File: src/paegs_cfg.svh
// Offsets, field positions, reset values, revision and error flag count of the status block
`ifndef PAEGS_CFG_SVH
`define PAEGS_CFG_SVH
`define PAEGS_ADDR_W          8
`define PAEGS_OFS_STATUS      8'h70
`define PAEGS_OFS_CONTROL     8'h00
`define PAEGS_OFS_AUXMODE     8'h74
`define PAEGS_OFS_RAWIN       8'h78
`define PAEGS_BIT_DUPLEX      0
`define PAEGS_BIT_SPEED       1
`define PAEGS_BIT_FORCE       2
`define PAEGS_BIT_ANEG        3
`define PAEGS_BIT_REPEATER    4
`define PAEGS_BIT_REV_LO      5
`define PAEGS_BIT_POL         8
`define PAEGS_BIT_EOF         9
`define PAEGS_BIT_MANCH       10
`define PAEGS_CTL_ANEG_BIT    12
`define PAEGS_CTL_SPEED_BIT   13
`define PAEGS_AUX_ANEG_BIT    15
`define PAEGS_CTL_RESET       16'h3000
`define PAEGS_REVISION        3'h5
`define PAEGS_ERR_FLAGS       2
`endif

File: src/paegs_pkg.sv
// Types shared by the status block
package paegs_pkg;
    typedef enum logic [0:0] {PAEGS_IDLE, PAEGS_ACK} paegs_bus_state_type;
    typedef logic [15:0] paegs_word_type;
endpackage : paegs_pkg

File: src/paegs_sync.sv
// Two flip-flop synchroniser for the pin inputs
`timescale 1ns/1ns
module paegs_sync
#(
    parameter int WIDTH = 1
)
(
    // Clock and reset
    input  wire logic             clk_i,
    input  wire logic             rst_i,
    // Data
    input  wire logic [WIDTH-1:0] d_i,
    output logic      [WIDTH-1:0] q_o
);
    logic [WIDTH-1:0] meta_reg;
    logic [WIDTH-1:0] meta_next;
    logic [WIDTH-1:0] q_reg;
    logic [WIDTH-1:0] q_next;

    always_comb
    begin
        meta_next = d_i;
        q_next    = meta_reg;
    end

    always_ff @(posedge clk_i)
    begin
        if (rst_i)
        begin
            meta_reg <= '0;
            q_reg    <= '0;
        end
        else
        begin
            meta_reg <= meta_next;
            q_reg    <= q_next;
        end
    end

    assign q_o = q_reg;
endmodule : paegs_sync

File: src/paegs_top.sv
// Auxiliary error and general status register with Wishbone slave
//
// Implementation choices: the Wishbone slave port and the register addresses.
`timescale 1ns/1ns
`include "paegs_cfg.svh"
////////////////////////////////////////////////////////////////////////////////
// Contract
// Error flags set on their event, held until the register is read or reset.
// Receive error output is high in the cycle an error event occurs.
// Bit 0 reads one while full duplex is active.
// Bit 1 reads one for 100BASE-X, zero for 10BASE-T.
// During negotiation exchange speed reports 10BASE-T.
// Bit 2 zero when both pins low or control bits 12,13 zero.
// Bit 3 one only with control bit 12 and negotiation pin high.
// Auxiliary mode bit 15 zero while negotiation disabled, else one.
// Bit 4 mirrors the repeater select pin.
// Bits 7:5 return the fixed silicon revision.
// Bit 8 reads one while receive polarity is inverted, no data error.
// Bit 9 latches on improper end of frame, 10BASE-T only.
// Bit 10 latches on Manchester violation, 10BASE-T only.
// Bits 15:11 read zero; writes to the status register do nothing.
module paegs_top
    import paegs_pkg::*;
#(
    parameter logic [2:0] REVISION = `PAEGS_REVISION // Arbitrary value
)
(
    // Clock and reset
    input  wire logic        clk_i,
    input  wire logic        rst_i,
    // Wishbone slave
    input  wire logic        cyc_i,
    input  wire logic        stb_i,
    input  wire logic        we_i,
    input  wire logic [7:0]  adr_i,
    input  wire logic [3:0]  sel_i,
    input  wire logic [31:0] dat_i,
    output logic      [31:0] dat_o,
    output logic             ack_o,
    // Pins
    input  wire logic        negotiation_enable_pin_i,
    input  wire logic        force_fast_speed_pin_i,
    input  wire logic        repeater_select_pin_i,
    // PHY core status, same clock
    input  wire logic        full_duplex_i,
    input  wire logic        speed_fast_i,
    input  wire logic        aneg_busy_i,
    input  wire logic        polarity_inverted_i,
    input  wire logic        eof_error_i,
    input  wire logic        manchester_error_i,
    // Outputs to PHY core
    output logic             receive_error_o,
    output logic             aneg_enabled_o
);
    ////////////////////////////////////////////////////////////////////////////
    logic [2:0] pins_sync;
    logic       aneg_pin;
    logic       fast_pin;
    logic       repeater_pin;

    paegs_sync #(.WIDTH(3)) u_sync
    (
        .clk_i (clk_i),
        .rst_i (rst_i),
        .d_i   ({repeater_select_pin_i, force_fast_speed_pin_i,
                 negotiation_enable_pin_i}),
        .q_o   (pins_sync)
    );
    assign aneg_pin = pins_sync[0];
    assign fast_pin = pins_sync[1];
    assign repeater_pin = pins_sync[2];

    ////////////////////////////////////////////////////////////////////////////
    paegs_bus_state_type state_reg;
    paegs_bus_state_type state_next;
    paegs_word_type      ctl_reg;
    paegs_word_type      ctl_next;
    logic [`PAEGS_ERR_FLAGS-1:0] err_reg;
    logic [`PAEGS_ERR_FLAGS-1:0] err_next;
    logic [31:0]         dat_reg;
    logic [31:0]         dat_next;
    paegs_word_type      status_word;
    logic                aneg_on;
    logic                slow_mode;
    logic [`PAEGS_ERR_FLAGS-1:0] err_event;
    logic                req;
    logic                status_read;

    assign req         = cyc_i && stb_i && (state_reg == PAEGS_IDLE);
    assign status_read = req && !we_i && (adr_i == `PAEGS_OFS_STATUS);
    assign aneg_on     = ctl_reg[`PAEGS_CTL_ANEG_BIT] && aneg_pin;
    // Negotiation exchange always runs at 10BASE-T
    assign slow_mode   = !speed_fast_i || aneg_busy_i;
    // Error events only count in 10BASE-T operation
    assign err_event   = {manchester_error_i, eof_error_i} & {2{slow_mode}};

    always_comb
    begin
        status_word = '0;
        status_word[`PAEGS_BIT_DUPLEX] = full_duplex_i;
        status_word[`PAEGS_BIT_SPEED]  = !slow_mode;
        status_word[`PAEGS_BIT_FORCE]  = !((!aneg_pin && !fast_pin) ||
            (!ctl_reg[`PAEGS_CTL_ANEG_BIT] && !ctl_reg[`PAEGS_CTL_SPEED_BIT]));
        status_word[`PAEGS_BIT_ANEG]   = aneg_on;
        status_word[`PAEGS_BIT_REPEATER] = repeater_pin;
        status_word[`PAEGS_BIT_REV_LO +: 3] = REVISION;
        status_word[`PAEGS_BIT_POL]    = polarity_inverted_i;
        status_word[`PAEGS_BIT_EOF]    = err_reg[0];
        status_word[`PAEGS_BIT_MANCH]  = err_reg[1];
    end

    ////////////////////////////////////////////////////////////////////////////
    always_comb
    begin
        state_next = (state_reg == PAEGS_ACK) ? PAEGS_IDLE : state_next_f();
        ctl_next   = ctl_reg;
        dat_next   = dat_reg;
        if (req && we_i && adr_i == `PAEGS_OFS_CONTROL)
        begin
            if (sel_i[0])
                ctl_next[7:0] = dat_i[7:0];
            if (sel_i[1])
                ctl_next[15:8] = dat_i[15:8];
        end
        if (req && !we_i)
        begin
            case (adr_i)
                `PAEGS_OFS_STATUS:  dat_next = {16'h0000, status_word};
                `PAEGS_OFS_CONTROL: dat_next = {16'h0000, ctl_reg};
                `PAEGS_OFS_AUXMODE: dat_next = {16'h0000, aneg_on, 15'h0000};
                `PAEGS_OFS_RAWIN:   dat_next = {29'h0, repeater_pin, fast_pin, aneg_pin};
                default:            dat_next = 32'h0000_0000;
            endcase
        end
    end

    function automatic paegs_bus_state_type state_next_f();
        return req ? PAEGS_ACK : PAEGS_IDLE;
    endfunction : state_next_f

    always_ff @(posedge clk_i)
    begin
        if (rst_i)
        begin
            state_reg <= PAEGS_IDLE;
            ctl_reg   <= `PAEGS_CTL_RESET;
            dat_reg   <= 32'h0000_0000;
        end
        else
        begin
            state_reg <= state_next;
            ctl_reg   <= ctl_next;
            dat_reg   <= dat_next;
        end
    end

    ////////////////////////////////////////////////////////////////////////////
    // One latched flag per error source; read clears, a same-cycle event survives
    for (genvar f = 0; f < `PAEGS_ERR_FLAGS; f++)
    begin : g_flag
        always_comb
        begin
            err_next[f] = (status_read ? 1'b0 : err_reg[f]) | err_event[f];
        end

        always_ff @(posedge clk_i)
        begin
            if (rst_i)
                err_reg[f] <= 1'b0;
            else
                err_reg[f] <= err_next[f];
        end
    end

    // Combinational so the error pulse lands in the error cycle itself, not a clock late
    assign receive_error_o = |err_event;
    assign ack_o           = (state_reg == PAEGS_ACK);
    assign dat_o           = dat_reg;
    assign aneg_enabled_o  = aneg_on;

    ////////////////////////////////////////////////////////////////////////////
    property p_flag_set;
        @(posedge clk_i) disable iff (rst_i)
        eof_error_i && slow_mode |=> err_reg[0];
    endproperty
    a_flag_set: assert property (p_flag_set) else $error("eof flag not set");

    property p_flag_hold;
        @(posedge clk_i) disable iff (rst_i)
        err_reg[1] && !status_read |=> err_reg[1];
    endproperty
    a_flag_hold: assert property (p_flag_hold) else $error("flag lost");

    property p_read_clear;
        @(posedge clk_i) disable iff (rst_i)
        status_read && !err_event[0] |=> !err_reg[0];
    endproperty
    a_read_clear: assert property (p_read_clear) else $error("flag not cleared");

    property p_rxer;
        @(posedge clk_i) disable iff (rst_i)
        (|err_event) |-> receive_error_o;
    endproperty
    a_rxer: assert property (p_rxer) else $error("rxer missing");

    property p_speed;
        @(posedge clk_i) disable iff (rst_i)
        aneg_busy_i |-> !status_word[`PAEGS_BIT_SPEED];
    endproperty
    a_speed: assert property (p_speed) else $error("speed during aneg");

    property p_aneg;
        @(posedge clk_i) disable iff (rst_i)
        status_word[`PAEGS_BIT_ANEG] |-> ctl_reg[12] && aneg_pin;
    endproperty
    a_aneg: assert property (p_aneg) else $error("aneg bit wrong");

    property p_high_zero;
        @(posedge clk_i) disable iff (rst_i)
        status_read |=> dat_o[31:11] == 21'h0 && dat_o[7:5] == REVISION;
    endproperty
    a_high_zero: assert property (p_high_zero) else $error("fixed bits wrong");

    property p_ack;
        @(posedge clk_i) disable iff (rst_i)
        req |=> ack_o ##1 !ack_o;
    endproperty
    a_ack: assert property (p_ack) else $error("ack timing");

    property p_set_wins;
        @(posedge clk_i) disable iff (rst_i)
        status_read && err_event[1] |=> err_reg[1];
    endproperty
    a_set_wins: assert property (p_set_wins) else $error("read clear beat event");

    property p_eof_hold;
        @(posedge clk_i) disable iff (rst_i)
        err_reg[0] && !status_read |=> err_reg[0];
    endproperty
    a_eof_hold: assert property (p_eof_hold) else $error("eof flag lost");

    property p_manch_set;
        @(posedge clk_i) disable iff (rst_i)
        manchester_error_i && slow_mode |=> err_reg[1];
    endproperty
    a_manch_set: assert property (p_manch_set) else $error("code flag not set");

    property p_fast_quiet;
        @(posedge clk_i) disable iff (rst_i)
        !slow_mode && err_reg == 2'h0 |=> err_reg == 2'h0;
    endproperty
    a_fast_quiet: assert property (p_fast_quiet) else $error("flag set at fast speed");

    property p_rxer_quiet;
        @(posedge clk_i) disable iff (rst_i)
        !(|err_event) |-> !receive_error_o;
    endproperty
    a_rxer_quiet: assert property (p_rxer_quiet) else $error("rxer without event");

    property p_revision;
        @(posedge clk_i) disable iff (rst_i)
        status_read |=> dat_o[7:5] == REVISION;
    endproperty
    a_revision: assert property (p_revision) else $error("revision wrong");

    property p_duplex;
        @(posedge clk_i) disable iff (rst_i)
        status_read |=> dat_o[0] == $past(full_duplex_i);
    endproperty
    a_duplex: assert property (p_duplex) else $error("duplex bit wrong");

    property p_speed_read;
        @(posedge clk_i) disable iff (rst_i)
        status_read |=> dat_o[1] == ($past(speed_fast_i) && !$past(aneg_busy_i));
    endproperty
    a_speed_read: assert property (p_speed_read) else $error("speed bit wrong");

    property p_repeater;
        @(posedge clk_i) disable iff (rst_i)
        status_read |=> dat_o[4] == $past(repeater_pin);
    endproperty
    a_repeater: assert property (p_repeater) else $error("repeater bit wrong");

    property p_polarity;
        @(posedge clk_i) disable iff (rst_i)
        status_read |=> dat_o[8] == $past(polarity_inverted_i);
    endproperty
    a_polarity: assert property (p_polarity) else $error("polarity bit wrong");

    property p_force;
        @(posedge clk_i) disable iff (rst_i)
        status_read && !aneg_pin && !fast_pin |=> !dat_o[2];
    endproperty
    a_force: assert property (p_force) else $error("force bit wrong");

    property p_auxmode;
        @(posedge clk_i) disable iff (rst_i)
        req && !we_i && adr_i == `PAEGS_OFS_AUXMODE |=> dat_o[15] == $past(aneg_on);
    endproperty
    a_auxmode: assert property (p_auxmode) else $error("aux mode bit wrong");

    property p_wr_ignore;
        @(posedge clk_i) disable iff (rst_i)
        req && we_i && adr_i != `PAEGS_OFS_CONTROL |=> $stable(ctl_reg);
    endproperty
    a_wr_ignore: assert property (p_wr_ignore) else $error("stray write landed");

    c_read:  cover property (@(posedge clk_i) status_read);
    c_error: cover property (@(posedge clk_i) err_reg == 2'h3);
    c_race:  cover property (@(posedge clk_i) status_read && |err_event);
    c_fast:  cover property (@(posedge clk_i) !slow_mode && eof_error_i);
    c_aneg:  cover property (@(posedge clk_i) status_read && aneg_on);
endmodule : paegs_top

File: config.mk
export PLATFORM = sky130hd
export DESIGN_NAME = paegs_top
export DESIGN_NICKNAME = d
export VERILOG_FILES = /design/src/paegs_pkg.sv /design/src/paegs_sync.sv /design/src/paegs_top.sv
export VERILOG_INCLUDE_DIRS = /design/src /design/src/src
export SDC_FILE = /design/constraint.sdc
export NUM_CORES = 1
export LEC_CHECK = 0
export BUFFER_PORTS_ARGS = -buffer_cell sky130_fd_sc_hd__buf_2
export CAP_MARGIN = 20
export CORE_ASPECT_RATIO = 1.1
export CORE_UTILIZATION = 48
export CTS_BUF_LIST = sky130_fd_sc_hd__clkbuf_16
export DETAILED_ROUTE_END_ITERATION = 6
export PLACE_DENSITY = 0.85
export SLEW_MARGIN = 20
export SYNTH_ARGS = -nofsm -noshare
export SYNTH_HDL_FRONTEND = slang
export SYNTH_HIERARCHICAL = 1
export SYNTH_SLANG_ARGS = --single-unit
File: constraint.sdc
create_clock -name clk_i -period 3.4 [get_ports clk_i]
set_input_delay 1.02 -clock clk_i [delete_from_list [all_inputs] [get_ports clk_i]]
set_output_delay 1.02 -clock clk_i [all_outputs]
set_load 0.05 [all_outputs]
* Yosys cells after proc, flatten, opt, wreduce, memory -nomap -nowiden
Index checks and enable logic that the tools add are counted. W data, S select, Z words.
Storage, ports and cells: output and inout bits 35, bits of input ports 58, register bits 57, word-level logic and storage cells 43
Operators by class: equal/unequal tests 3, bitwise gates (word level) 4, muxes and demuxes 4, reduce and logical (&&, ||, !) cells 24
Operators with widths (number):
- $pmux W16 S4 | 1
- $eq A8 B7 Y1 const B | 3
- $logic_and A1 B1 Y1 | 9
- $logic_not A1 Y1 | 8
- $logic_not A8 Y1 | 1
- $reduce_and A2 Y1 | 2
- $reduce_or A2 Y1 | 2
- $mux W1 | 3
- $and A2 B2 Y2 | 1
- $logic_or A1 B1 Y1 | 2
- $or A1 B1 Y1 | 2
- $not A1 Y1 | 1

* Logic depth before layout (Yosys ltp)
depth after elaboration 6, depth in mapped cells 5, depth with buffers taken out 4

* Hierarchy
Netlist, hierarchy kept.
By module, submodules not included:
- paegs_top | area an instance 1631.6 sq um, cells each 181, sequential area each 700.7 sq um, instances 1
- paegs_sync | area an instance 157.7 sq um, cells each 12, sequential area each 120.1 sq um, instances 1

* Worst setup path before layout
Ideal clock, no wire load.
path kind input port to output port, start in aneg_busy_i, end out receive_error_o, arrival 1.583 ns, cell stages on the path 2, setup slack 0.797 ns, data required time 2.380 ns, buffers on the path 0, cell sequence nand2b_1 -> o21a_1
On the way: word-level cells in the longest chain between the ends 3
Ends and longest elaborated chain:
- start: declaration | line paegs_top.sv:47 | input wire logic aneg_busy_i,
- $logic_or A1 B1 Y1 | line paegs_top.sv:93 | assign slow_mode = !speed_fast_i || aneg_busy_i;
- $and A2 B2 Y2 | line paegs_top.sv:95 | assign err_event = {manchester_error_i, eof_error_i} & {2{slow_mode}};
- $reduce_or A2 Y1 | line paegs_top.sv:176 | assign receive_error_o = |err_event;
- end: declaration | line paegs_top.sv:52 | output logic receive_error_o,
No other way between the ends.

* Worst setup path in the final report
Same ends and word-level chain as after synthesis.

==> impl_metrics.ini <==
[status]
status = completed

[synthesis]
number_of_instances_in_the_synthesized_netlist = 193
synth_enable_flop_cells = 0
synth_seq_area_share_pct = 45.87
synthDominantCellAreaShare_pct = 45.87
ys_seq_elements = 41
synthMostInstantiatedCell = dfxtp_1
yosysWarningCount = 6
yosys.cell_types.count = 34
synth_top_cells_by_area = dfxtp_1 46%, mux2i_1 7.8%, buf_4 7.1%
syn_avg_cell_area_um2 = 9.271
ys.flop_type = dfxtp_1
ffs_w_async_s_r_synth_pct = 0
post-synth-top-area-cell = dfxtp_1
syn-cell-area_um2 = 1789
synth_commonest_cells = 41 x dfxtp_1, 21 x nor2_1, 19 x nand2_1, 17 x buf_4, 14 x mux2i_1

[clocking]
ctsRootBufferMaster = clkbuf_16
cts.htree.levels = 2
cts-buffers-inserted = 5
clockBufferDepth = 2
post-cts-setup-buffer-count = 0
post_cts_resized = 0
clk_pin_slew_ns = 0.06
tritoncts = done
worst_skew_pair.late_latency_ns = 0.28
clkSinkCount = 41
cts_hold_buffers = 0

[setup_path]
crit_path_end_kind = output port
cp_top_family = buffers and inverters
worst-r2r-setup-slack_ns = 1.76
worstPathArrival_ns = 1.65
worst-path-buf-inv = 2
worst-path-max-fanout = 4
cp_startpoint_kind = input port
ff2ff_path_depth = 3
worst_ep_required_time_ns = 2.38
cp-startpoint = aneg_busy_i
crit_path_end = receive_error_o
crit_path_frequent_cell = buf_2
worstReg2RegStart = ack_o$_SDFF_PP0_
timing.critical_path.cells = buf_2, nand2b_1, o21a_1, buf_2
timing_worst_setup_path_type = in2out
cp_slowest_cell = buf_2
cpPeakStageDelay_ns = 0.25
critical_path.reg2reg.endpoint = dat_o[10]$_SDFFE_PP0P_
critical_path_depth = 4

[timing]
setup_total_negative_slack_ns = 0
slew_viol_final = 0
tightest_slew_ns = 0.6589
final.setup_skew_ns = 0.003707
layout_worst_path_cycle_share_pct = 78.51
grt_setup_unrepaired = no
setup_violations = 0
final_hold_viol_count = 0
max_freq_mhz = 374.6
period_needed_ns = 2.669
timing.max_slew.rel_slack_pct = 56.07

[global_route]
gr-total-overflow = 0
antenna_found_initial = 0
grt_max_degree = 39
globalRouteTotalUtil_pct = 20.59
grt_first_pass_wirelength_mm = 5.878
vias_in_the_first_global_route = 1302

[placed_design]
dpl.hpwl_mm = 2.759
place.gp.congestion = 0.8143
place.port_buffers = 58

[layout]
seq_area_um2 = 820.8
utilization_pct = 64.80
num-fill-cells = 313
area_taken_by_multi_input_logic_gates_um2 = 875.8
antenna-diode-count = 0
area_delta_synth_final_pct = 24.62
fraction_of_layout_cells_with_a_size_suffix_above_1_pct = 28.97
finish.net_count = 309

[power]
power_density_nw_per_um2 = 509.4
leakage_uw = 0.001037
peak_vdd_ir_mv = 0.4357

[die]
core_area_um2 = 3441
initial_core_utilization_pct = 52.00
fp.dieArea_um2 = 3976
chipWidth_um = 60.21
placementRows = 22
vertical_die_dimension_um = 66.04
design.portCount = 93

[run]
maxCapViolCount = 0

[drt]
wl_mm = 3.798
wl_met3_um = 219
drcViolationCount = 0
drt_pre_antenna_iters = 5
ant_nets = 0
maxUsedRoutingLayer = met4
via_count = 1531
route.met2.wl_mm = 1.779
drt-initial-drc-count = 69
post_drt_via_cell_ratio = 5.103
met1Wirelength_mm = 1.735
post_drt_wl_per_cell_um = 12.66

[worst_hold_path]
timing.hold.worst.class = reg2reg
cell families (layout without fill, tap and decap cells):
group	after synthesis	in the layout	share of synthesized area [%]
other cells	1	16	0.2096
compound gates	38	38	13.36
flops	41	41	45.87
mux	15	15	8.461
simple gates	74	74	23.43
buf+inv	24	68	8.671
metrics by stage:
stage	hold slack [ns]	area, µm²	setup WS, ns	std cells	total power [µW]
3_5_place_dp	0.4204	2062	0.7207	292	616.7
2_1_floorplan	0.4138	1846	0.7975	208	590.3
6_report	0.4343	2230	0.7306	300	1136
5_1_grt	0.4446	2230	0.6819	300	1177
4_1_cts	0.4345	2230	0.7195	300	1145
3_3_place_gp	0.4219	2062	0.7254	292	615.5
layout make-up:
class / count / area share [%]
Clock buffer: 5 / 5.612
Clock inverter: 3 / 1.908
Multi-Input combinational cell: 143 / 39.28
Sequential cell: 41 / 36.81
Tap cell: 48 / 2.694
Timing Repair Buffer: 60 / 13.69
per-layer routing:
metal	vias up	global-route usage [%]
met2	55	31.18
met5	-	0
met3	4	7.632
li1	770	-
met4	0	8.721
met1	702	25.82
cells in the final DEF (no fill, tap or decap):
cell type  Yosys  final
a21oi_1       10     10
a22oi_1        7      7
a311oi_1       2      2
a32o_1         1      1
a32oi_1        2      2
and2_1         2      2
and4b_1        2      2
buf_2          1     58
buf_4         17      2
bufinv_16      0      1
clkbuf_16      0      5
clkinv_4       0      1
conb_1         1     16
dfxtp_1       41     41
inv_1          0      1
mux2_2         1      1
mux2i_1       14     14
nand2_1       19     19
nand2b_1       1      1
nand3_1        6      6
nand4_4        2      2
nand4b_1       1      1
nand4bb_1      1      1
nor2_1        21     21
nor2b_1        7      7
nor3_1         5      5
nor4_1         2      1
nor4_2         0      1
nor4_4         1      1
nor4bb_1       1      1
o21a_1         1      1
o21ai_0       11     11
o21ai_1        1      1
o22ai_1        1      1
o2bb2ai_1      2      2
or3_1          1      1
or3_4          1      1
or4_1          1      1
worst min-delay path by stage:
stage / startpoint / to / slack [ns] / cells after the start
after floorplan: u_sync/meta_reg[0]$_SDFF_PP0_ / u_sync/q_o[0]$_SDFF_PP0_ / 0.41 / 1
after global placement: u_sync/meta_reg[2]$_SDFF_PP0_ / u_sync/q_o[2]$_SDFF_PP0_ / 0.42 / 1
after detailed placement: u_sync/meta_reg[0]$_SDFF_PP0_ / u_sync/q_o[0]$_SDFF_PP0_ / 0.42 / 1
after CTS: u_sync/meta_reg[0]$_SDFF_PP0_ / u_sync/q_o[0]$_SDFF_PP0_ / 0.43 / 1
after global routing: u_sync/meta_reg[0]$_SDFF_PP0_ / u_sync/q_o[0]$_SDFF_PP0_ / 0.44 / 1
final: u_sync/meta_reg[0]$_SDFF_PP0_ / u_sync/q_o[0]$_SDFF_PP0_ / 0.43 / 1
where the power goes:
group / switching [µW] / internal (µW) / total, µW
Clock: 185 / 344 / 529
Combinational: 86.5 / 29.9 / 116
Sequential: 2.98 / 487 / 490
Total: 274 / 862 / 1140
(Power assumes the default switching activity.)
